[src/include/arpm_defs.svh]
`ifndef ARPM_DEFS_SVH
`define ARPM_DEFS_SVH

// ----------------------------------------------------------------
// Opcodes of the address resolution header
// ----------------------------------------------------------------
`define ARPM_OP_ARP_REQ   16'h0001
`define ARPM_OP_ARP_REP   16'h0002
`define ARPM_OP_RARP_REQ  16'h0003
`define ARPM_OP_RARP_REP  16'h0004

// ----------------------------------------------------------------
// Conforming header constants
// ----------------------------------------------------------------
`define ARPM_HW_LEN_ETH   8'h06
`define ARPM_PROTO_LEN_IP 8'h04
`define ARPM_HW_SPACE_ETH 16'h0001
`define ARPM_PROTO_IPV4   16'h0800

// ----------------------------------------------------------------
// Output reset values
// ----------------------------------------------------------------
`define ARPM_RST_MATCH    1'h0
`define ARPM_RST_DROP     1'h0
`define ARPM_RST_VALID    1'h0

`endif

[src/include/arpm_pkg.sv]
`default_nettype none
package arpm_pkg;

   // ----------------------------------------------------------------
   // Setting encodings
   // ----------------------------------------------------------------
   typedef enum logic [1:0] {ARPM_FT_ANY, ARPM_FT_ETYPE, ARPM_FT_ARP, ARPM_FT_IPV4} arpm_ftype_t;
   typedef enum logic [1:0] {ARPM_OC_ANY, ARPM_OC_ARP, ARPM_OC_RARP, ARPM_OC_OTHER} arpm_opclass_t;
   typedef enum logic [1:0] {ARPM_DIR_ANY, ARPM_DIR_REQ, ARPM_DIR_REP} arpm_dir_t;
   typedef enum logic [1:0] {ARPM_AF_ANY, ARPM_AF_HOST, ARPM_AF_NET} arpm_addr_mode_t;
   // Tri-state check: require false, require true, or don't-care
   typedef enum logic [1:0] {ARPM_TC_ZERO, ARPM_TC_ONE, ARPM_TC_ANY} arpm_tri_t;

   // ----------------------------------------------------------------
   // Parsed header presented by the frame parser
   // ----------------------------------------------------------------
   typedef struct packed {
      logic        is_arp;
      logic        is_ipv4;
      logic [15:0] opcode;
      logic [15:0] hw_type;
      logic [15:0] proto_type;
      logic [7:0]  hw_len;
      logic [7:0]  proto_len;
      logic [47:0] sender_hw_addr;
      logic [31:0] sender_proto_addr;
      logic [47:0] target_hw_addr;
      logic [31:0] target_proto_addr;
      logic [47:0] frame_source_mac;
   } arpm_hdr_t;

   // ----------------------------------------------------------------
   // Rule entry settings
   // ----------------------------------------------------------------
   typedef struct packed {
      arpm_ftype_t     frame_type;
      logic            action_deny;
      arpm_opclass_t   op_class;
      arpm_dir_t       direction;
      arpm_addr_mode_t sender_mode;
      logic [31:0]     sender_addr;
      logic [31:0]     sender_mask;
      arpm_addr_mode_t target_mode;
      logic [31:0]     target_addr;
      logic [31:0]     target_mask;
      arpm_tri_t       sender_hw_addr_check;
      arpm_tri_t       target_hw_addr_check;
      arpm_tri_t       addr_length_check;
      arpm_tri_t       hw_space_check;
      arpm_tri_t       proto_space_check;
   } arpm_rule_entry_t;

endpackage
`default_nettype wire

[src/hdl/arpm_rule_entry_matcher.sv]
`timescale 1ns/1ps
`default_nettype none
`include "arpm_defs.svh"

module arpm_rule_entry_matcher
   import arpm_pkg::*;
(
   // Clock and reset
   input  wire logic             sys_clk,
   input  wire logic             sys_rst,
   // Rule entry settings
   input  var  arpm_rule_entry_t rule_entry,
   // Parsed header from the frame parser
   input  wire logic             hdr_valid,
   input  var  arpm_hdr_t        hdr,
   // Decision
   output logic                  decision_valid_r,
   output logic                  entry_match_r,
   output logic                  frame_drop_r
);

   // ----------------------------------------------------------------
   // Decoding helpers
   // ----------------------------------------------------------------
   function automatic logic tri_ok(input arpm_tri_t sel, input logic cond);
      case (sel)
         ARPM_TC_ONE:  tri_ok = cond;
         ARPM_TC_ZERO: tri_ok = !cond;
         default:      tri_ok = 1'b1;
      endcase
   endfunction

   function automatic logic addr_ok(input arpm_addr_mode_t mode,
                                    input logic [31:0]     frame_addr,
                                    input logic [31:0]     cfg_addr,
                                    input logic [31:0]     cfg_mask);
      case (mode)
         ARPM_AF_HOST: addr_ok = (frame_addr == cfg_addr);
         ARPM_AF_NET:  addr_ok = ((frame_addr ^ cfg_addr) & cfg_mask) == 32'h0000_0000;
         default:      addr_ok = 1'b1;
      endcase
   endfunction

   // ----------------------------------------------------------------
   // Opcode classification
   // ----------------------------------------------------------------
   // Opcodes outside the four known codes fall in neither class
   function automatic logic op_in_pair(input logic [15:0] op,
                                       input logic [15:0] code_a,
                                       input logic [15:0] code_b);
      op_in_pair = (op == code_a) || (op == code_b);
   endfunction

   logic op_is_arp;
   logic op_is_rarp;
   logic op_is_req;
   logic op_is_rep;

   always_comb
   begin
      op_is_arp  = op_in_pair(hdr.opcode, `ARPM_OP_ARP_REQ, `ARPM_OP_ARP_REP);
      op_is_rarp = op_in_pair(hdr.opcode, `ARPM_OP_RARP_REQ, `ARPM_OP_RARP_REP);
      op_is_req  = op_in_pair(hdr.opcode, `ARPM_OP_ARP_REQ, `ARPM_OP_RARP_REQ);
      op_is_rep  = op_in_pair(hdr.opcode, `ARPM_OP_ARP_REP, `ARPM_OP_RARP_REP);
   end

   // ----------------------------------------------------------------
   // Frame type gate
   // ----------------------------------------------------------------
   logic ftype_ok;

   always_comb
   begin
      case (rule_entry.frame_type)
         ARPM_FT_ARP:   ftype_ok = hdr.is_arp;
         ARPM_FT_ETYPE: ftype_ok = !hdr.is_arp && !hdr.is_ipv4;
         ARPM_FT_IPV4:  ftype_ok = hdr.is_ipv4;
         default:       ftype_ok = 1'h1;
      endcase
   end

   // ----------------------------------------------------------------
   // Opcode class and direction
   // ----------------------------------------------------------------
   logic opclass_ok;
   logic dir_ok;

   always_comb
   begin
      case (rule_entry.op_class)
         ARPM_OC_ARP:   opclass_ok = op_is_arp;
         ARPM_OC_RARP:  opclass_ok = op_is_rarp;
         ARPM_OC_OTHER: opclass_ok = !op_is_arp && !op_is_rarp;
         default:       opclass_ok = 1'h1;
      endcase

      case (rule_entry.direction)
         ARPM_DIR_REQ: dir_ok = op_is_req;
         ARPM_DIR_REP: dir_ok = op_is_rep;
         default:      dir_ok = 1'h1;
      endcase
   end

   // ----------------------------------------------------------------
   // Protocol address filters
   // ----------------------------------------------------------------
   logic sender_ok;
   logic target_ok;

   // Host mode ignores the mask; network mode compares under it
   always_comb
   begin
      sender_ok = addr_ok(rule_entry.sender_mode, hdr.sender_proto_addr,
                          rule_entry.sender_addr, rule_entry.sender_mask);
      target_ok = addr_ok(rule_entry.target_mode, hdr.target_proto_addr,
                          rule_entry.target_addr, rule_entry.target_mask);
   end

   // ----------------------------------------------------------------
   // Hardware address checks
   // ----------------------------------------------------------------
   logic sha_ok;
   logic tha_ok;

   // Each check binds only its own opcode class, so the other class never trips it
   always_comb
   begin
      sha_ok = !op_is_arp ||
               tri_ok(rule_entry.sender_hw_addr_check,
                      hdr.sender_hw_addr == hdr.frame_source_mac);
      tha_ok = !op_is_rarp ||
               tri_ok(rule_entry.target_hw_addr_check,
                      hdr.target_hw_addr == hdr.frame_source_mac);
   end

   // ----------------------------------------------------------------
   // Length and space checks
   // ----------------------------------------------------------------
   logic len_ok;
   logic hrd_ok;
   logic pro_ok;

   // Lengths conform only when both of them do at once
   always_comb
   begin
      len_ok = tri_ok(rule_entry.addr_length_check,
                      (hdr.hw_len == `ARPM_HW_LEN_ETH) &&
                      (hdr.proto_len == `ARPM_PROTO_LEN_IP));
      hrd_ok = tri_ok(rule_entry.hw_space_check,
                      hdr.hw_type == `ARPM_HW_SPACE_ETH);
      pro_ok = tri_ok(rule_entry.proto_space_check,
                      hdr.proto_type == `ARPM_PROTO_IPV4);
   end

   // ----------------------------------------------------------------
   // Entry verdict
   // ----------------------------------------------------------------
   logic arp_fields_ok;
   logic all_ok;

   // ARP field conditions apply only to ARP entries; other kinds are judged by the frame type gate alone
   always_comb
   begin
      arp_fields_ok = opclass_ok && dir_ok && sender_ok && target_ok &&
                      sha_ok && tha_ok && len_ok && hrd_ok && pro_ok;
      all_ok = ftype_ok &&
               ((rule_entry.frame_type != ARPM_FT_ARP) || arp_fields_ok);
   end

   // ----------------------------------------------------------------
   // Registered decision
   // ----------------------------------------------------------------
   logic decision_valid_nxt;
   logic entry_match_nxt;
   logic frame_drop_nxt;

   // Match and drop hold their last value between strobes so a slow consumer still sees them
   always_comb
   begin
      decision_valid_nxt = hdr_valid;
      entry_match_nxt    = entry_match_r;
      frame_drop_nxt     = frame_drop_r;
      if (hdr_valid)
      begin
         entry_match_nxt = all_ok;
         frame_drop_nxt  = all_ok && rule_entry.action_deny;
      end
   end

   always_ff @(posedge sys_clk)
   begin
      if (sys_rst)
      begin
         decision_valid_r <= `ARPM_RST_VALID;
         entry_match_r    <= `ARPM_RST_MATCH;
         frame_drop_r     <= `ARPM_RST_DROP;
      end
      else
      begin
         decision_valid_r <= decision_valid_nxt;
         entry_match_r    <= entry_match_nxt;
         frame_drop_r     <= frame_drop_nxt;
      end
   end

endmodule

`default_nettype wire

[config.mk]
export PLATFORM = sky130hd
export DESIGN_NAME = arpm_rule_entry_matcher
export DESIGN_NICKNAME = d
export VERILOG_FILES = /design/src/include/arpm_pkg.sv /design/src/hdl/arpm_rule_entry_matcher.sv
export VERILOG_INCLUDE_DIRS = /design/src /design/src/include
export SDC_FILE = /design/constraint.sdc
export NUM_CORES = 1
export LEC_CHECK = 0
export ABC_AREA = 1
export BUFFER_PORTS_ARGS = -buffer_cell sky130_fd_sc_hd__buf_2
export CORE_AREA = 2 2 165 167
export CTS_CLUSTER_DIAMETER = 30
export DETAILED_ROUTE_END_ITERATION = 7
export DIE_AREA = 0 0 167 169
export HOLD_SLACK_MARGIN = 0.06
export SLEW_MARGIN = 20
export SYNTH_ARGS = -nofsm -noshare
export SYNTH_HDL_FRONTEND = slang
export SYNTH_SLANG_ARGS = --single-unit
[constraint.sdc]
create_clock -name sys_clk -period 2.27 [get_ports sys_clk]
set_clock_uncertainty 0.05 [all_clocks]
set_input_delay 0.454 -clock sys_clk [delete_from_list [all_inputs] [get_ports sys_clk]]
set_output_delay 0.454 -clock sys_clk [all_outputs]
set_load 0.005 [all_outputs]
==> results summary <==
The run finished with clean final reports. The via count of the first global-routing pass came out at approximately 5700. The Yosys warning count came out at 0.

After synthesis the cells add up to ~0.0039 mm². Of the post-synthesis cell area, the dominant cell type holds 30.7%. TritonCTS built the clock tree. The power per cell area is 203 mW/mm².

The width of the die came out at 167 µm. The via density per instance came out at 3.85. The final global-route overflow total is 0.

The number of DRC markers in iteration 0 is between 150 and 200. Cells with a size suffix above 1 make up between 30% and 40% of the layout. After detailed routing, the total wire length is 18500 µm. The path class of the tightest hold or removal check is in2reg. The count of buffers from port buffering is between 400 and 500. The clock insertion delay at the later pin of the skew report is around 220 ps. The final hold slack came out at about 380 ps. The height of the die is about 170 µm.

The setup violation total in the final timing report came out at 0. The standard-cell row count came out at 60. In this run the number of cells on the critical path is 15.

Counting the buffers created by CTS gives 3. The area growth from synthesis to layout is 68.3%. Walking the worst path, the cells encountered are buf_2 -> or2_2 -> nand2_1 -> nand2_1 -> nor2_1 -> nand2_1 -> nor2_1 -> nand2_1 -> nand3_1 -> nand2_1 -> nor2_1 -> nand3_1 -> nand2_1 -> nand3_1 -> a21oi_2. The tightest slew margin relative to the limit came out at roughly four fifths. The number of search-and-repair iterations in the first detailed-routing pass came out at 4.

The post-synthesis async set-or-reset flop share came out at 0%. The number of nets in the layout came out at 1684. The worst endpoint required time is between 2000 and 2500 ps. STA classifies the critical path endpoint as a flip-flop. By area the synthesized netlist is led by sky130_fd_sc_hd__nand2_1 (31%), sky130_fd_sc_hd__inv_1 (15%), sky130_fd_sc_hd__xnor2_1 (14%). The slew at the pin closest to its max-slew limit came out at 292 ps.

The tree is rooted in a sky130_fd_sc_hd__clkbuf_16. The number of synthesized flops with an enable pin is 0. The final core area utilization is approximately 25%. The number of cells upsized or downsized after cts came out at 0.

The HPWL after detailed placement is between 15000 and 20000 µm. Entering global routing, the biggest net connects 6 pins. The I/O pin total came out at about 430. Setup repair after global routing left no endpoint under its margin.

The count of cells along the worst hold path is 2. Synthesis produced a netlist with a net count of 1251. The number of buffers added for setup after CTS came out at 0. The maximum vdd ir drop is 0.000217 V.

The highest net fanout along the worst path came out at 2. The deepest clock path buffer count came out at 2. The share of the Yosys chip area taken by registers is 1.55%. The DRC violation count after routing is 0.

The cell area after placement came out at around 0.0064 mm². The worst setup path is of the in2reg kind. The floorplan die area came out at roughly 0.028 mm². The final-report max-slew violation count is 0. After detailed routing, the average wire length per cell comes to 11.6 µm. The initial antenna violation count is 3.

The mean area per synthesized cell is roughly 4.7 µm². With fillers left out, the area of the finished cells amounts to ~0.0065 mm². The global-route usage over all layers is roughly 12%. The count of nets left with antenna violations once routing finished came out at 0. Clock-pin slew was measured on the worst setup and hold paths at 30 ps. Data on the critical path arrives at its endpoint at approximately 2100 ps.

The number of buffers and inverters on the critical path is 1. In this design, the stage delay of the slowest critical-path cell is roughly 300 ps. The deepest level of the CTS H-tree came out at 1. The main flop type after synthesis is sky130_fd_sc_hd__dfxtp_1. In the synthesized netlist, the cells that appear most often are sky130_fd_sc_hd__nand2_1 (317), sky130_fd_sc_hd__inv_1 (150), sky130_fd_sc_hd__nor2_1 (115). The number of standard cells after synthesis came out at 819. The minimum period implied by the final worst setup slack came out at 1970 ps. The global-route wire length before repair is between 20000 and 30000 µm.

The largest total area in the synthesized netlist belongs to sky130_fd_sc_hd__nand2_1. The number of clock sinks came out at 3. The largest individual stage delay along the critical path comes from the cell sky130_fd_sc_hd__or2_2. The library cell appearing most often on the critical path is sky130_fd_sc_hd__nand2_1. The core area is 0.0265 mm².

The critical path launch point type is an input port. The initial core utilization is 14.6%. The worst-case reg-to-reg path depth came out at 2. The final worst-path cycle share came out at between 80 and 90%. The count of distinct cell types in the synthesized netlist came out at 19. Total power for the finished layout comes to between 1 and 1.5 mW. The most numerous cell in the Yosys netlist is sky130_fd_sc_hd__nand2_1.

The quantity of hold-fixing buffers added after cts came out at 0. The number of vias after detailed routing came out at 6129. In this design, the largest share of critical-path delay is due to simple AND/OR/NAND/NOR gates. The leakage power is a little over 4 nW. The achievable clock frequency is roughly 510 MHz. The congestion estimate from routability-driven global placement came to between 0.9 and 1. After routing, the total negative slack on setup checks comes to 0 ps. Across the run, the number of max-cap violations was 0. The number of storage elements in the synthesis netlist came out at 3. The final hold violation count was 0.
[routing by layer]
layer / GRT usage, % / up-vias / part of all wire, %
li1: - / 3319 / -
met1: 14.9 / 2560 / 42
met2: 23.0 / 234 / 50
met3: 1.96 / 12 / 7.1
met4: 0.937 / 4 / 0.42
met5: 0 / - / 0.16
[layout make-up]
class	count	area, µm²
Antenna cell	1	2.50
Clock buffer	4	78.8
Fill cell	3114	20000
Inverter	150	563
Multi-Input combinational cell	666	3250
Sequential cell	3	60.1
Tap cell	341	427
Timing Repair Buffer	428	2140
[state kept, by name, indices dropped and copies added, names as in the netlist]
signal            count
decision_valid_r      1
entry_match_r         1
frame_drop_r          1
[worst paths after layout]
path / from / to / slack (ps)
setup / recovery: rule_entry[64] / frame_drop_r / 300
hold / removal: sys_rst / frame_drop_r / 380
setup reg to reg: frame_drop_r / frame_drop_r / 1650
hold reg to reg: entry_match_r / entry_match_r / 400
[metrics by stage]
stage,setup slack (ps),cells
floorplan,534,819
global placement,-17.8,1588
detailed placement,-35.6,1588
CTS,196,1592
global route,63.5,1593
finish,302,1593
[where the power goes]
group / internal, mW / switching [mW] / leakage [nW] / total [mW]
clock: 0.232 / 0.0461 / 0.0382 / 0.278
sequential: 0.0561 / 0.00103 / 0.0247 / 0.0571
combinational: 0.513 / 0.481 / 4.01 / 0.993
total: 0.800 / 0.528 / 4.07 / 1.33
[worst reg2reg max path, stage by stage, from the launching register on]
cell                      delay, ps
sky130_fd_sc_hd__dfxtp_1        320
sky130_fd_sc_hd__nand2_1         70
sky130_fd_sc_hd__a21oi_2        120
[cell usage in the layout (no fill, tap or decap)]
master                      count
sky130_fd_sc_hd__o21bai_1       1
sky130_fd_sc_hd__nand4_1       13
sky130_fd_sc_hd__dfxtp_1        3
sky130_fd_sc_hd__and2_4         1
sky130_fd_sc_hd__nand3b_1       7
sky130_fd_sc_hd__clkbuf_1       1
sky130_fd_sc_hd__a21oi_1        6
sky130_fd_sc_hd__buf_2        428
sky130_fd_sc_hd__nor3b_4        1
sky130_fd_sc_hd__xnor2_1       62
sky130_fd_sc_hd__xor2_1        30
sky130_fd_sc_hd__nand3_1       89
sky130_fd_sc_hd__inv_1        150
sky130_fd_sc_hd__or2_2         10
sky130_fd_sc_hd__nand2_1      317
sky130_fd_sc_hd__a21oi_2        1
sky130_fd_sc_hd__diode_2        1
sky130_fd_sc_hd__nor2_2         1
sky130_fd_sc_hd__ha_1           6
sky130_fd_sc_hd__o21ai_0        2
sky130_fd_sc_hd__clkbuf_16      3
sky130_fd_sc_hd__nor3_1         4
sky130_fd_sc_hd__nor2_1       115
[logic make-up after synthesis]
group | after synthesis | share of synthesized area (%)
XOR/XNOR | 92 | 20.8
adder cells (fa/ha/maj) | 6 | 1.94
buffers and inverters | 150 | 14.5
flip-flops | 3 | 1.55
AND/OR/NAND/NOR | 558 | 59.8
AO/OA/AOI/OAI | 10 | 1.45
(Power assumes the default switching activity.)
